<file path="config.mk">
export PLATFORM = sky130hd
export DESIGN_NAME = strobe_delay_block
export DESIGN_NICKNAME = d
export VERILOG_FILES = /design/src/hw/strobe_delay_pkg.sv /design/src/hw/strobe_delay_block.sv
export SDC_FILE = /design/constraint.sdc
export NUM_CORES = 1
export LEC_CHECK = 0
export ABC_CLOCK_PERIOD_IN_PS = 4600
export CAP_MARGIN = 20
export CORE_ASPECT_RATIO = 0.9
export CORE_MARGIN = 2
export CORE_UTILIZATION = 57
export DETAILED_ROUTE_END_ITERATION = 6
export DONT_BUFFER_PORTS = 1
export GPL_TIMING_DRIVEN = 0
export PLACE_DENSITY_LB_ADDON = 0.05
export SETUP_SLACK_MARGIN = 0.05
export SLEW_MARGIN = 30
export SYNTH_ARGS = -nofsm -noshare
export SYNTH_HDL_FRONTEND = slang
export SYNTH_SLANG_ARGS = --single-unit
</file>
<file path="constraint.sdc">
create_clock -name pclk -period 4.6 [get_ports pclk]
set_input_delay 0.92 -clock pclk [delete_from_list [all_inputs] [get_ports pclk]]
set_output_delay 0.92 -clock pclk [all_outputs]
set_load 0.01 [all_outputs]
</file>
<file path="src/hw/strobe_delay_pkg.sv">
/*
 * Package for the strobe delay block: register map, field positions,
 * reset values, tap limits and pin carriers.
 * Assumes a 32-bit APB slave on pclk at 20 MHz.
 */
package strobe_delay_pkg;

    // Register byte offsets
    localparam logic [7:0] CTRL_OFS      = 8'h00;
    localparam logic [7:0] DLL_CODE_OFS  = 8'h04;
    localparam logic [7:0] TAPS_OFS      = 8'h08;
    localparam logic [7:0] STATUS_OFS    = 8'h0C;
    localparam logic [7:0] IRQ_STAT_OFS  = 8'h10;
    localparam logic [7:0] IRQ_MASK_OFS  = 8'h14;
    localparam logic [7:0] POINTERS_OFS  = 8'h18;

    // Reset values and tap limit
    localparam logic [7:0] DLL_CODE_RST  = 8'h20;
    localparam logic [7:0] TAP_MAX       = 8'hFF;
    localparam logic [3:0] IRQ_MASK_RST  = 4'h0;

    // Interrupt status bit positions
    localparam int IRQ_RD_LIMIT  = 0;
    localparam int IRQ_WR_LIMIT  = 1;
    localparam int IRQ_BURST     = 2;
    localparam int IRQ_VALID     = 3;

    // Control register bit positions
    localparam int CTRL_ENABLE   = 0;
    localparam int CTRL_LOOPBACK = 1;

    // FIFO pointer reset; margin words: load_n above step above dir
    localparam logic [2:0] PTR_RST = 3'h0;

    typedef struct packed {
        logic       load_n;
        logic       step;
        logic       dir;
    } margin_t;

    typedef struct packed {
        logic [1:0] read_ind;
        logic [1:0] pulse_sel;
    } read_frame_t;

endpackage

</file>
<file path="src/hw/strobe_delay_block.sv">
/*
 * Strobe delay block: digital model of read strobe shift, write clock
 * phase generation, leveling delay, margin stepping and FIFO pointers.
 * Assumes the strobe and edge clock are sampled by pclk, which is well
 * faster than both in the bench; delays are tap counts on pclk.
 */
`timescale 1ns/1ns
// How it works
// - The memory strobe is delayed before read data capture uses it.
// - Read delay follows the master loop code, giving a quarter-period shift.
// - A write delay line derives the data and strobe write clocks.
// - Strobe write clock plus a data write clock lagging by 90 degrees.
// - Leveling delay taps come from the 8-bit leveling input.
// - Separate load, step and direction inputs adjust read and write delays.
// - Limit flags rise when an adjusted delay reaches its maximum.
// - Three-bit FIFO write and read pointers cross strobe to edge clock.
// - While paused the write clocks hold and write steps are ignored; a write load still sets the write tap and limit.
// - Read indication and pulse selection frame reads; burst seen reported.
// - A valid pulse marks the start of read data toward the core.
module strobe_delay_block
    import strobe_delay_pkg::*;
(
    // APB
    input  wire logic                        pclk,
    input  wire logic                        presetn,
    input  wire logic                        psel,
    input  wire logic                        penable,
    input  wire logic                        pwrite,
    input  wire logic [7:0]                  paddr,
    input  wire logic [31:0]                 pwdata,
    output logic      [31:0]                 prdata,
    output logic                             pready,
    output logic                             pslverr,
    // Link pins
    input  wire logic                        dqs_pin,
    input  wire logic                        edge_clock,
    // Controller
    input  wire strobe_delay_pkg::margin_t     read_margin,
    input  wire strobe_delay_pkg::margin_t     write_margin,
    input  wire strobe_delay_pkg::read_frame_t read_frame,
    input  wire logic                        pause,
    input  wire logic [7:0]                  leveling_delay,
    input  wire logic [7:0]                  dll_delay_code,
    // Outputs
    output logic                             read_strobe_shifted,
    output logic                             write_strobe_clock,
    output logic                             write_data_clock,
    output logic      [2:0]                  fifo_read_pointer,
    output logic      [2:0]                  fifo_write_pointer,
    output logic                             read_valid_start,
    output logic                             burst_seen,
    output logic                             read_margin_limit,
    output logic                             write_margin_limit,
    output logic                             irq
);
    import strobe_delay_pkg::*;

    // Synchronisers for pins and the two margin step inputs from other domains
    logic [1:0] dqs_s_r, edge_clock_s_r;
    logic [1:0] rstep_s_r, wstep_s_r;
    logic       dqs_d_r, edge_clock_d_r, rstep_d_r, wstep_d_r;

    always_ff @(posedge pclk or negedge presetn) begin
        if (!presetn) begin
            dqs_s_r   <= 2'h0;
            edge_clock_s_r  <= 2'h0;
            rstep_s_r <= 2'h0;
            wstep_s_r <= 2'h0;
            dqs_d_r   <= 1'b0;
            edge_clock_d_r  <= 1'b0;
            rstep_d_r <= 1'b0;
            wstep_d_r <= 1'b0;
        end else begin
            dqs_s_r   <= {dqs_s_r[0], dqs_pin};
            edge_clock_s_r  <= {edge_clock_s_r[0], edge_clock};
            rstep_s_r <= {rstep_s_r[0], read_margin.step};
            wstep_s_r <= {wstep_s_r[0], write_margin.step};
            dqs_d_r   <= dqs_s_r[1];
            edge_clock_d_r  <= edge_clock_s_r[1];
            rstep_d_r <= rstep_s_r[1];
            wstep_d_r <= wstep_s_r[1];
        end
    end

    logic dqs_rise, edge_clock_rise, rstep_pulse, wstep_pulse;
    assign dqs_rise    = dqs_s_r[1] & ~dqs_d_r;
    assign edge_clock_rise   = edge_clock_s_r[1] & ~edge_clock_d_r;
    assign rstep_pulse = rstep_s_r[1] & ~rstep_d_r;
    assign wstep_pulse = wstep_s_r[1] & ~wstep_d_r;

    // Registers
    logic [1:0] ctrl_r;
    logic [7:0] dll_code_r;
    logic [3:0] irq_stat_r, irq_mask_r;
    logic [7:0] rd_tap_r, wr_tap_r;

    // Saturating one-tap step
    function automatic logic [7:0] step_tap(input logic [7:0] tap, input logic dir);
        if (dir)
            step_tap = (tap == TAP_MAX) ? tap : tap + 8'h01;
        else
            step_tap = (tap == 8'h00) ? tap : tap - 8'h01;
    endfunction

    // Effective DLL code: pin unless software override selected
    logic [7:0] code_eff;
    assign code_eff = ctrl_r[CTRL_LOOPBACK] ? dll_code_r : dll_delay_code;

    always_ff @(posedge pclk or negedge presetn) begin
        if (!presetn)
            rd_tap_r <= DLL_CODE_RST;
        else if (!read_margin.load_n)
            rd_tap_r <= code_eff;
        else if (rstep_pulse)
            rd_tap_r <= step_tap(rd_tap_r, read_margin.dir);
    end

    always_ff @(posedge pclk or negedge presetn) begin
        if (!presetn)
            wr_tap_r <= DLL_CODE_RST;
        else if (!write_margin.load_n)
            wr_tap_r <= code_eff;
        else if (wstep_pulse && !pause)
            wr_tap_r <= step_tap(wr_tap_r, write_margin.dir);
    end

    always_ff @(posedge pclk or negedge presetn) begin
        if (!presetn) begin
            read_margin_limit  <= 1'b0;
            write_margin_limit <= 1'b0;
        end else begin
            read_margin_limit  <= (rd_tap_r == TAP_MAX);
            write_margin_limit <= (wr_tap_r == TAP_MAX);
        end
    end

    // Read delay line: sampled strobe replayed rd_tap plus two cycles later.
    // A flop chain, not a counter, so every edge of a burst survives.
    logic [255:0] rd_line_r;
    always_ff @(posedge pclk or negedge presetn) begin
        if (!presetn)
            rd_line_r <= '0;
        else
            rd_line_r <= {rd_line_r[254:0], dqs_s_r[1]};
    end

    always_ff @(posedge pclk or negedge presetn) begin
        if (!presetn)
            read_strobe_shifted <= 1'b0;
        else
            read_strobe_shifted <= rd_line_r[rd_tap_r];
    end

    // Write delay line: edge clock delayed by write plus leveling taps;
    // the data clock lags by a further quarter period, the loop's code
    logic [8:0]    wr_total;
    logic [9:0]    wd_total;
    logic [1023:0] wr_line_r;
    assign wr_total = {1'b0, wr_tap_r} + {1'b0, leveling_delay};
    assign wd_total = {1'b0, wr_total} + {2'b00, code_eff};

    always_ff @(posedge pclk or negedge presetn) begin
        if (!presetn)
            wr_line_r <= '0;
        else
            wr_line_r <= {wr_line_r[1022:0], edge_clock_s_r[1]};
    end

    always_ff @(posedge pclk or negedge presetn) begin
        if (!presetn) begin
            write_strobe_clock <= 1'b0;
            write_data_clock   <= 1'b0;
        end else if (pause) begin
            write_strobe_clock <= write_strobe_clock;
            write_data_clock   <= write_data_clock;
        end else begin
            write_strobe_clock <= wr_line_r[wr_total];
            write_data_clock   <= wr_line_r[wd_total];
        end
    end

    // FIFO pointers: write on strobe, read on edge clock, gray coded
    logic [2:0] wbin_r, rbin_r;
    logic       read_on;
    assign read_on = |read_frame.read_ind;

    always_ff @(posedge pclk or negedge presetn) begin
        if (!presetn)
            wbin_r <= PTR_RST;
        else if (dqs_rise && ctrl_r[CTRL_ENABLE])
            wbin_r <= wbin_r + 3'h1;
    end

    always_ff @(posedge pclk or negedge presetn) begin
        if (!presetn)
            rbin_r <= PTR_RST;
        else if (edge_clock_rise && ctrl_r[CTRL_ENABLE] && rbin_r != wbin_r)
            rbin_r <= rbin_r + 3'h1;
    end

    always_ff @(posedge pclk or negedge presetn) begin
        if (!presetn) begin
            fifo_write_pointer <= PTR_RST;
            fifo_read_pointer  <= PTR_RST;
        end else begin
            fifo_write_pointer <= wbin_r ^ (wbin_r >> 1);
            fifo_read_pointer  <= rbin_r ^ (rbin_r >> 1);
        end
    end

    // Read framing: count strobe edges while read is indicated
    logic [2:0] burst_cnt_r;
    logic       read_on_d_r;
    logic       burst_evt, valid_evt;
    assign valid_evt = read_on && dqs_rise && burst_cnt_r == 3'h0;
    assign burst_evt = read_on && dqs_rise &&
                       burst_cnt_r == {1'b0, read_frame.pulse_sel} + 3'h1;

    always_ff @(posedge pclk or negedge presetn) begin
        if (!presetn) begin
            burst_cnt_r <= 3'h0;
            read_on_d_r <= 1'b0;
        end else begin
            read_on_d_r <= read_on;
            if (!read_on)
                burst_cnt_r <= 3'h0;
            else if (dqs_rise && burst_cnt_r != 3'h7)
                burst_cnt_r <= burst_cnt_r + 3'h1;
        end
    end

    always_ff @(posedge pclk or negedge presetn) begin
        if (!presetn) begin
            read_valid_start <= 1'b0;
            burst_seen       <= 1'b0;
        end else begin
            read_valid_start <= valid_evt;
            if (read_on && !read_on_d_r)
                burst_seen <= 1'b0;
            else if (burst_evt)
                burst_seen <= 1'b1;
        end
    end

    // APB: zero wait states
    logic wr_en, rd_en;
    assign wr_en   = psel & penable & pwrite;
    assign rd_en   = psel & ~pwrite;
    assign pready  = 1'b1;
    assign pslverr = 1'b0;

    always_ff @(posedge pclk or negedge presetn) begin
        if (!presetn) begin
            ctrl_r     <= 2'h1;
            dll_code_r <= DLL_CODE_RST;
            irq_mask_r <= IRQ_MASK_RST;
        end else if (wr_en) begin
            if (paddr == CTRL_OFS)
                ctrl_r <= pwdata[1:0];
            if (paddr == DLL_CODE_OFS)
                dll_code_r <= pwdata[7:0];
            if (paddr == IRQ_MASK_OFS)
                irq_mask_r <= pwdata[3:0];
        end
    end

    // Sticky events; a set in the clearing cycle wins
    logic [3:0] evt;
    logic [3:0] clr;
    logic       rlim_d_r, wlim_d_r;
    always_ff @(posedge pclk or negedge presetn) begin
        if (!presetn) begin
            rlim_d_r <= 1'b0;
            wlim_d_r <= 1'b0;
        end else begin
            rlim_d_r <= read_margin_limit;
            wlim_d_r <= write_margin_limit;
        end
    end
    assign evt = {valid_evt, burst_evt,
                  write_margin_limit & ~wlim_d_r, read_margin_limit & ~rlim_d_r};
    assign clr = (wr_en && paddr == IRQ_STAT_OFS) ? pwdata[3:0] : 4'h0;

    always_ff @(posedge pclk or negedge presetn) begin
        if (!presetn)
            irq_stat_r <= 4'h0;
        else
            irq_stat_r <= (irq_stat_r & ~clr) | evt;
    end
    assign irq = |(irq_stat_r & irq_mask_r);

    always_ff @(posedge pclk or negedge presetn) begin
        if (!presetn)
            prdata <= 32'h0000_0000;
        else if (rd_en && !penable) begin
            unique case (paddr)
                CTRL_OFS:     prdata <= {30'h0000_0000, ctrl_r};
                DLL_CODE_OFS: prdata <= {24'h00_0000, dll_code_r};
                TAPS_OFS:     prdata <= {16'h0000, wr_tap_r, rd_tap_r};
                STATUS_OFS:   prdata <= {27'h000_0000, pause, burst_seen,
                                         read_strobe_shifted,
                                         write_margin_limit, read_margin_limit};
                IRQ_STAT_OFS: prdata <= {28'h000_0000, irq_stat_r};
                IRQ_MASK_OFS: prdata <= {28'h000_0000, irq_mask_r};
                POINTERS_OFS: prdata <= {26'h000_0000, fifo_write_pointer,
                                         fifo_read_pointer};
                default:      prdata <= 32'h0000_0000;
            endcase
        end
    end

endmodule // strobe_delay_block

</file>
==> flow_summary.ini, run 1 <==
[clocking]
cts_inserted_buffers = 138
tritoncts = yes
path_clk_slew_ns = 0.06
cts_buffer_depth = 3
cts_sinks = 1365
cts_max_level = 4
insertion_delay_ns = 0.76
root_buffer = clkbuf_16

[timing]
fin_hold_ws_ns = 0.0744
report.final.setup_viol = 0
maxSlewHeadroom_pct = 36.8
hold_viol_final = 0
fmax_mhz = 217
worst_pin_slew_ns = 0.948
worst_clock_skew_ns = 0.0285
grt_setup_unrepaired = true
fin_ws_ns = 0.00168
final_max_slew_viol_count = 0
period_needed_ns = 4.60
fin_crit_sh_pct = 100

[cells_and_area]
syn_to_final_growth_pct = 15.6
final_cells = 4345
drive_above_1_share_pct = 32.5
fin_nets = 3189
antenna_cells = 0
fin_util_pct = 66.6

[worst_setup_path]
slowest_delay_ns = 0.40
cpLargestDelayFamily = compound AO/OA/AOI/OAI gates
r2r-end = write_data_clock
cp_cell_sequence = ha_4 > inv_2 > fa_2 > xor2_4 > clkinv_8 > buf_8 > clkbuf_8 > ha_4 > buf_6 > nor2_4 > o21bai_4 > buf_12 > and2_2 > clkbuf_4 > o21ai_4 > o22ai_2 > o211ai_1 > a41oi_2 > a31oi_2 > o2111ai_1
reg2reg_from = wr_tap_r[0]
reg2reg_depth = 20
path_buf_inv = 7
required_ns = 5.21
crit_top_cell = ha_4
start_kind = register
worstSetupPathType = register to register
cp_max_fo = 10
arrival_ns = 5.20
crit_slowest_cell = dfrtp_2
crit_path_end_kind = register
worst-r2r-setup-slack_ns = 0.002

[pwr]
pwr-share-comb_pct = 23.5
pwr-share-seq_pct = 39.4
p_leak_nw = 27.9
power_frac_clock_pct = 37.1
intPower_w = 0.0215
switching_share_pct = 30.5
peakVddDrop_mv = 0.349
pwr_density_cell_nw_per_um2 = 519
switchingPower_w = 0.00944

[floorplanning]
num_rows = 104
core_um2 = 89700
dieArea_um2 = 93100
die_height_um = 290
initial_utilization_pct = 57.6
fp.dieW_um = 321
ios = 122

[routing]
viasPerCell = 6.51
drt_iter0_drc = 3223
wl_per_cell_um = 30.1
postRouteAntennaNets = 0
drc = 0
wirelength_um = 131000
via_count = 28270
first_pass_iters = 6

[synth]
yosys.cell_types.count = 69
netlist_area_um2 = 51700
ys_seq_area_share_pct = 66.1
yosys_warnings = 0
ys_ff_latch = 1365
synthFlopType = dfrtp_1
synth_top_area_cell = dfrtp_1
yosys.area.top_type_share_pct = 65.9
avgSynthCellArea_um2 = 17.9
ys_top_cells_by_area = dfrtp_1, mux4_2, nand2_1
synth_edf_count = 0
synthArstFlopShare_pct = 100
synthCells = 2881

[place]
dp_hpwl_um = 84200
place_ws_ns = -2.28
place_inst = 4071
port_buffers = 0
gp_congestion = 0.867

[global_route]
grt_pass1_wl_um = 199000
grt_max_degree = 211
grt.total_usage_pct = 29.3
grt_antenna_before_repair = 6
overflow = 0
grt_pass1_vias = 30265

[run_status]
status = finished clean

[min_path]
hold_class = input pin to asynchronous set/reset pin

[job]
max-cap-violations = 0
-- cells by family after synthesis --
family          after synthesis  share of synthesized area, %
other cells                   2                        0.0145
fa+ha+maj                    40                          1.03
compound gates              228                          2.96
simple gates                392                          3.39
mux                         597                          23.6
xor+xnor                     41                         0.724
flops                      1365                          66.1
buf+inv                     216                          2.11
-- state kept, by name (all words and copies together), names as in the netlist, 4 cells and up --
name        cells
wr_tap_r        8
wr_line_r    1024
dll_code_r      8
rd_line_r     256
irq_stat_r      4
irq_mask_r      4
rd_tap_r        8
prdata         16
-- stage by stage --
step                total power [W]  TNS [ns]  instance area, um2
floorplan                    0.0160         0               52000
detailed placement           0.0185     -2.92               53700
finish                       0.0310         0               59700
global placement             0.0183     -3.33               53500
CTS                          0.0307    -0.117               59200
global route                 0.0320    -0.160               59700
-- repair_timing --
item,4_1_cts,5_1_grt
setup endpoints to repair,2,2
gates resized for setup,169,84
endpoints found under the hold margin,116,0
gates cloned,0,3
buffers inserted,13,16
pin swaps,10,19
hold buffers,2,0
-- layout by cell type (no fill, tap or decap), types with 26 or more instances in the layout --
cell type / netlist / layout
a21oi_1: 59 / 56
buf_2: 44 / 31
buf_4: 35 / 61
clkbuf_1: 68 / 40
clkbuf_16: 0 / 151
clkbuf_8: 0 / 36
dfrtp_1: 1361 / 1358
ha_1: 36 / 32
mux2_2: 34 / 34
mux2i_1: 68 / 63
mux4_2: 495 / 495
nand2_1: 211 / 207
nand3_1: 26 / 26
nand4_1: 26 / 26
nor2_1: 53 / 51
o21ai_0: 41 / 28
-- per-layer routing --
layer | up-vias | part of all wire [%] | track usage, % | wire [um]
met1 | 15587 | 42 | 43.0 | 55300
met4 | 8 | 2.5 | 9.67 | 3240
met5 | - | 0.048 | 0 | 63
li1 | 11242 | - | - | -
met3 | 209 | 9.8 | 9.45 | 12800
met2 | 1224 | 45 | 42.5 | 59400
-- layout make-up --
cell class / instances / area (um2)
sequential: 1365 / 34200
clock buffer: 195 / 4020
timing repair buffer: 43 / 657
inverter: 28 / 120
buffer: 183 / 1620
clock inverter: 49 / 647
tap: 1166 / 1460
multi-input combinational: 1316 / 17100
fill: 5931 / 29900
-- power groups by stage --
stage | clock network [W] | logic [W] | registers [W]
CTS | 0.0117 | 0.00680 | 0.0122
global route | 0.0122 | 0.00760 | 0.0122
floorplan | 0 | 0.00358 | 0.0124
detailed placement | 0 | 0.00611 | 0.0124
global placement | 0 | 0.00583 | 0.0124
finish | 0.0115 | 0.00729 | 0.0122
-- worst max-delay path by stage --
stage	start	to	slack (ns)	depth (start not counted)
after floorplan	leveling_delay[0]	write_data_clock	0.06	18
after global placement	leveling_delay[1]	write_data_clock	-2.28	18
after detailed placement	leveling_delay[2]	write_data_clock	-2.28	17
after CTS	wr_tap_r[0]	write_data_clock	-0.12	18
after global routing	wr_tap_r[0]	write_data_clock	-0.16	19
final	wr_tap_r[0]	write_data_clock	0.002	20
-- cells in the mapped netlist, types with 27 or more instances --
cell	number
dfrtp_1	1361
mux4_2	495
nand2_1	211
clkbuf_1	68
mux2i_1	68
a21oi_1	59
nor2_1	53
buf_2	44
o21ai_0	41
ha_1	36
buf_4	35
mux2_2	34
buf_1	28
inv_1	27
Note: power is estimated with default switching activity, not from simulation.
==> inputs of run 2 (changes only) <==
Settings changed: MAX_ROUTING_LAYER from default to met4.
==> run 2 against run 1 <==
  * Final cell count grew 0.44%
  * Final area fell by 0.15%
  * Worst hold slack gained 0.065 ns
  * Setup slack worse by 0.0014 ns
  * Sequential power is essentially flat
  * First-iteration DRC count is 13% lower
  * Core utilization down 0.098 points
  * Clock skew fell by 0.0011 ns
  * Count of clock-buffer cells in the layout increased by 3
  * Flip-flop and latch count unchanged
  * Die area unchanged
==> flow_summary.ini, run 2 (synthesized netlist as in run 1, its figures left out) <==
[worst_setup_path]
required_ns = 5.18
start_kind = register
slowest_delay_ns = 0.46
arrival_ns = 5.18
cp_cell_sequence = ha_4 > inv_2 > fa_2 > xor2_4 > inv_8 > buf_8 > clkbuf_8 > ha_4 > buf_6 > xnor2_4 > buf_4 > clkbuf_8 > mux4_2 > a211oi_4 > a211oi_2 > o31ai_2 > o2111ai_1
crit_path_end_kind = register
worst-r2r-setup-slack_ns = 0.0003
r2r-end = write_data_clock
crit_slowest_cell = mux4_2
worstSetupPathType = register to register
reg2reg_depth = 17
reg2reg_from = wr_tap_r[0]
cp_max_fo = 10

[run_status]
status = finished clean

[pwr]
power_w = 0.0306
pwr_density_cell_nw_per_um2 = 513
peakVddDrop_mv = 0.343
p_leak_nw = 27.8

[cells_and_area]
final_common_cell = dfrtp_1
largest_register_ffs = 1024
largest_registers = wr_line_r: 1024 flops, rd_line_r: 256 flops, prdata: 16 flops
final_cell_mix = dfrtp_1, mux4_2, nand2_1, clkbuf_16, buf_4
fin_nets = 3202
syn_to_final_growth_pct = 15.5
top_register = wr_line_r
drive_above_1_share_pct = 32.4
multiInputGateArea_um2 = 17000
register_area_um2 = 34200
stdcell_area_um2 = 59600
fill_cells = 5890

[global_route]
grt_pass1_wl_um = 198000
overflow = 0
grt_max_degree = 1366
grt_antenna_before_repair = 7
grt.total_usage_pct = 30.1
grt_pass1_vias = 30128

[floorplanning]
initial_utilization_pct = 57.6
fp.dieW_um = 321
ios = 122
die_height_um = 290
dieArea_um2 = 93100
core_um2 = 89700
num_rows = 104

[clocking]
cts_buffer_depth = 3
cts_max_level = 4
cts_sinks = 1365
root_buffer = clkbuf_16
insertion_delay_ns = 0.74
cts_inserted_buffers = 136
path_clk_slew_ns = 0.06
tritoncts = yes

[timing]
period_needed_ns = 4.60
fmax_mhz = 217
report.final.setup_viol = 0
fin_crit_sh_pct = 100
grt_setup_unrepaired = true
worst_pin_slew_ns = 1.07
worst_clock_skew_ns = 0.0274
final_max_slew_viol_count = 0
maxSlewHeadroom_pct = 28.7
hold_viol_final = 0

[routing]
first_pass_iters = 5
wl_per_cell_um = 29.8
drc = 0
postRouteAntennaNets = 0
wirelength_um = 130000
drt_iter0_drc = 2789
via_count = 28323
viasPerCell = 6.49

[place]
port_buffers = 0
placed_area_um2 = 53500
dp_hpwl_um = 82800
gp_congestion = 0.858

[job]
max-cap-violations = 0

[min_path]
hold_class = input pin to asynchronous set/reset pin
==> run 2: changes by cell type in the layout (fill, tap and decap cells not counted), sizes merged, moves of 2 or more <==
cell    before  now
buf        156  182
bufinv      11    8
clkbuf     263  257
clkinv      30   26
diode        0    5
inv         36   38
==> run 2: timing repair <==
action | in CTS | in global routing
endpoints found under the hold margin | 602 | 136
pin swaps | 13 | 21
resized for setup | 159 | 109
gates cloned | 1 | 1
setup buffers | 18 | 29
endpoints found under the setup margin | 2 | 2
==> run 2: critical path: cells and delay by family (launching register included) <==
| kind | cells | cell delay (ns) |
|---|---|---|
| compound gates | 4 | 0.82 |
| xor+xnor | 2 | 0.68 |
| fa+ha+maj | 3 | 0.79 |
| buf+inv | 7 | 1.24 |
| flops | 1 | 0.40 |
| mux | 1 | 0.46 |
==> run 2: report_power, final <==
| part | switching, W | total (W) | internal (W) |
|---|---|---|---|
| Sequential | 0.000109 | 0.0122 | 0.0121 |
| Clock | 0.00467 | 0.0110 | 0.00637 |
| Combinational | 0.00460 | 0.00737 | 0.00277 |
| Total | 0.00938 | 0.0306 | 0.0212 |
==> run 2: metrics by stage <==
stage          utilization [%]  TNS [ns]  setup slack, ns  hold slack [ns]  std cells
6_report                  66.5         0         0.000320            0.139       4364
5_1_grt                   66.5    -0.119           -0.119            0.194       4362
4_1_cts                   65.5   -0.0575          -0.0575           -0.127       4320
3_5_place_dp              59.7     -3.20            -2.14            0.335       4063
3_3_place_gp              59.6     -3.47            -2.42            0.333       4063
2_1_floorplan                -         0           0.0567            0.331       2897
==> run 2: metal layers <==
metal | GRT usage, % | part of all wire, % | wire length, um
met4 | 8.13 | 2.5 | 3250
met1 | 43.3 | 43 | 56200
met2 | 42.6 | 46 | 59300
met3 | 8.97 | 8.7 | 11300
met5 | - | 0 | 0
==> run 2: worst max-delay path by stage <==
stage,from,end
6_report,wr_tap_r[0],write_data_clock
5_1_grt,wr_tap_r[0],write_data_clock
4_1_cts,wr_tap_r[0],write_data_clock
3_5_place_dp,leveling_delay[0],write_data_clock
3_3_place_gp,leveling_delay[1],write_data_clock
2_1_floorplan,leveling_delay[0],write_data_clock
==> run 2: area by class of cell <==
| cell class | count | share of cell area, % |
|---|---|---|
| sequential | 1365 | 57.3 |
| multi-input combinational | 1316 | 28.6 |
| clock buffer | 198 | 6.52 |
| buffer | 182 | 2.73 |
| tap | 1166 | 2.45 |
| timing repair buffer | 59 | 1.29 |
| clock inverter | 45 | 0.938 |
| inverter | 28 | 0.201 |
| antenna | 5 | 0.0210 |
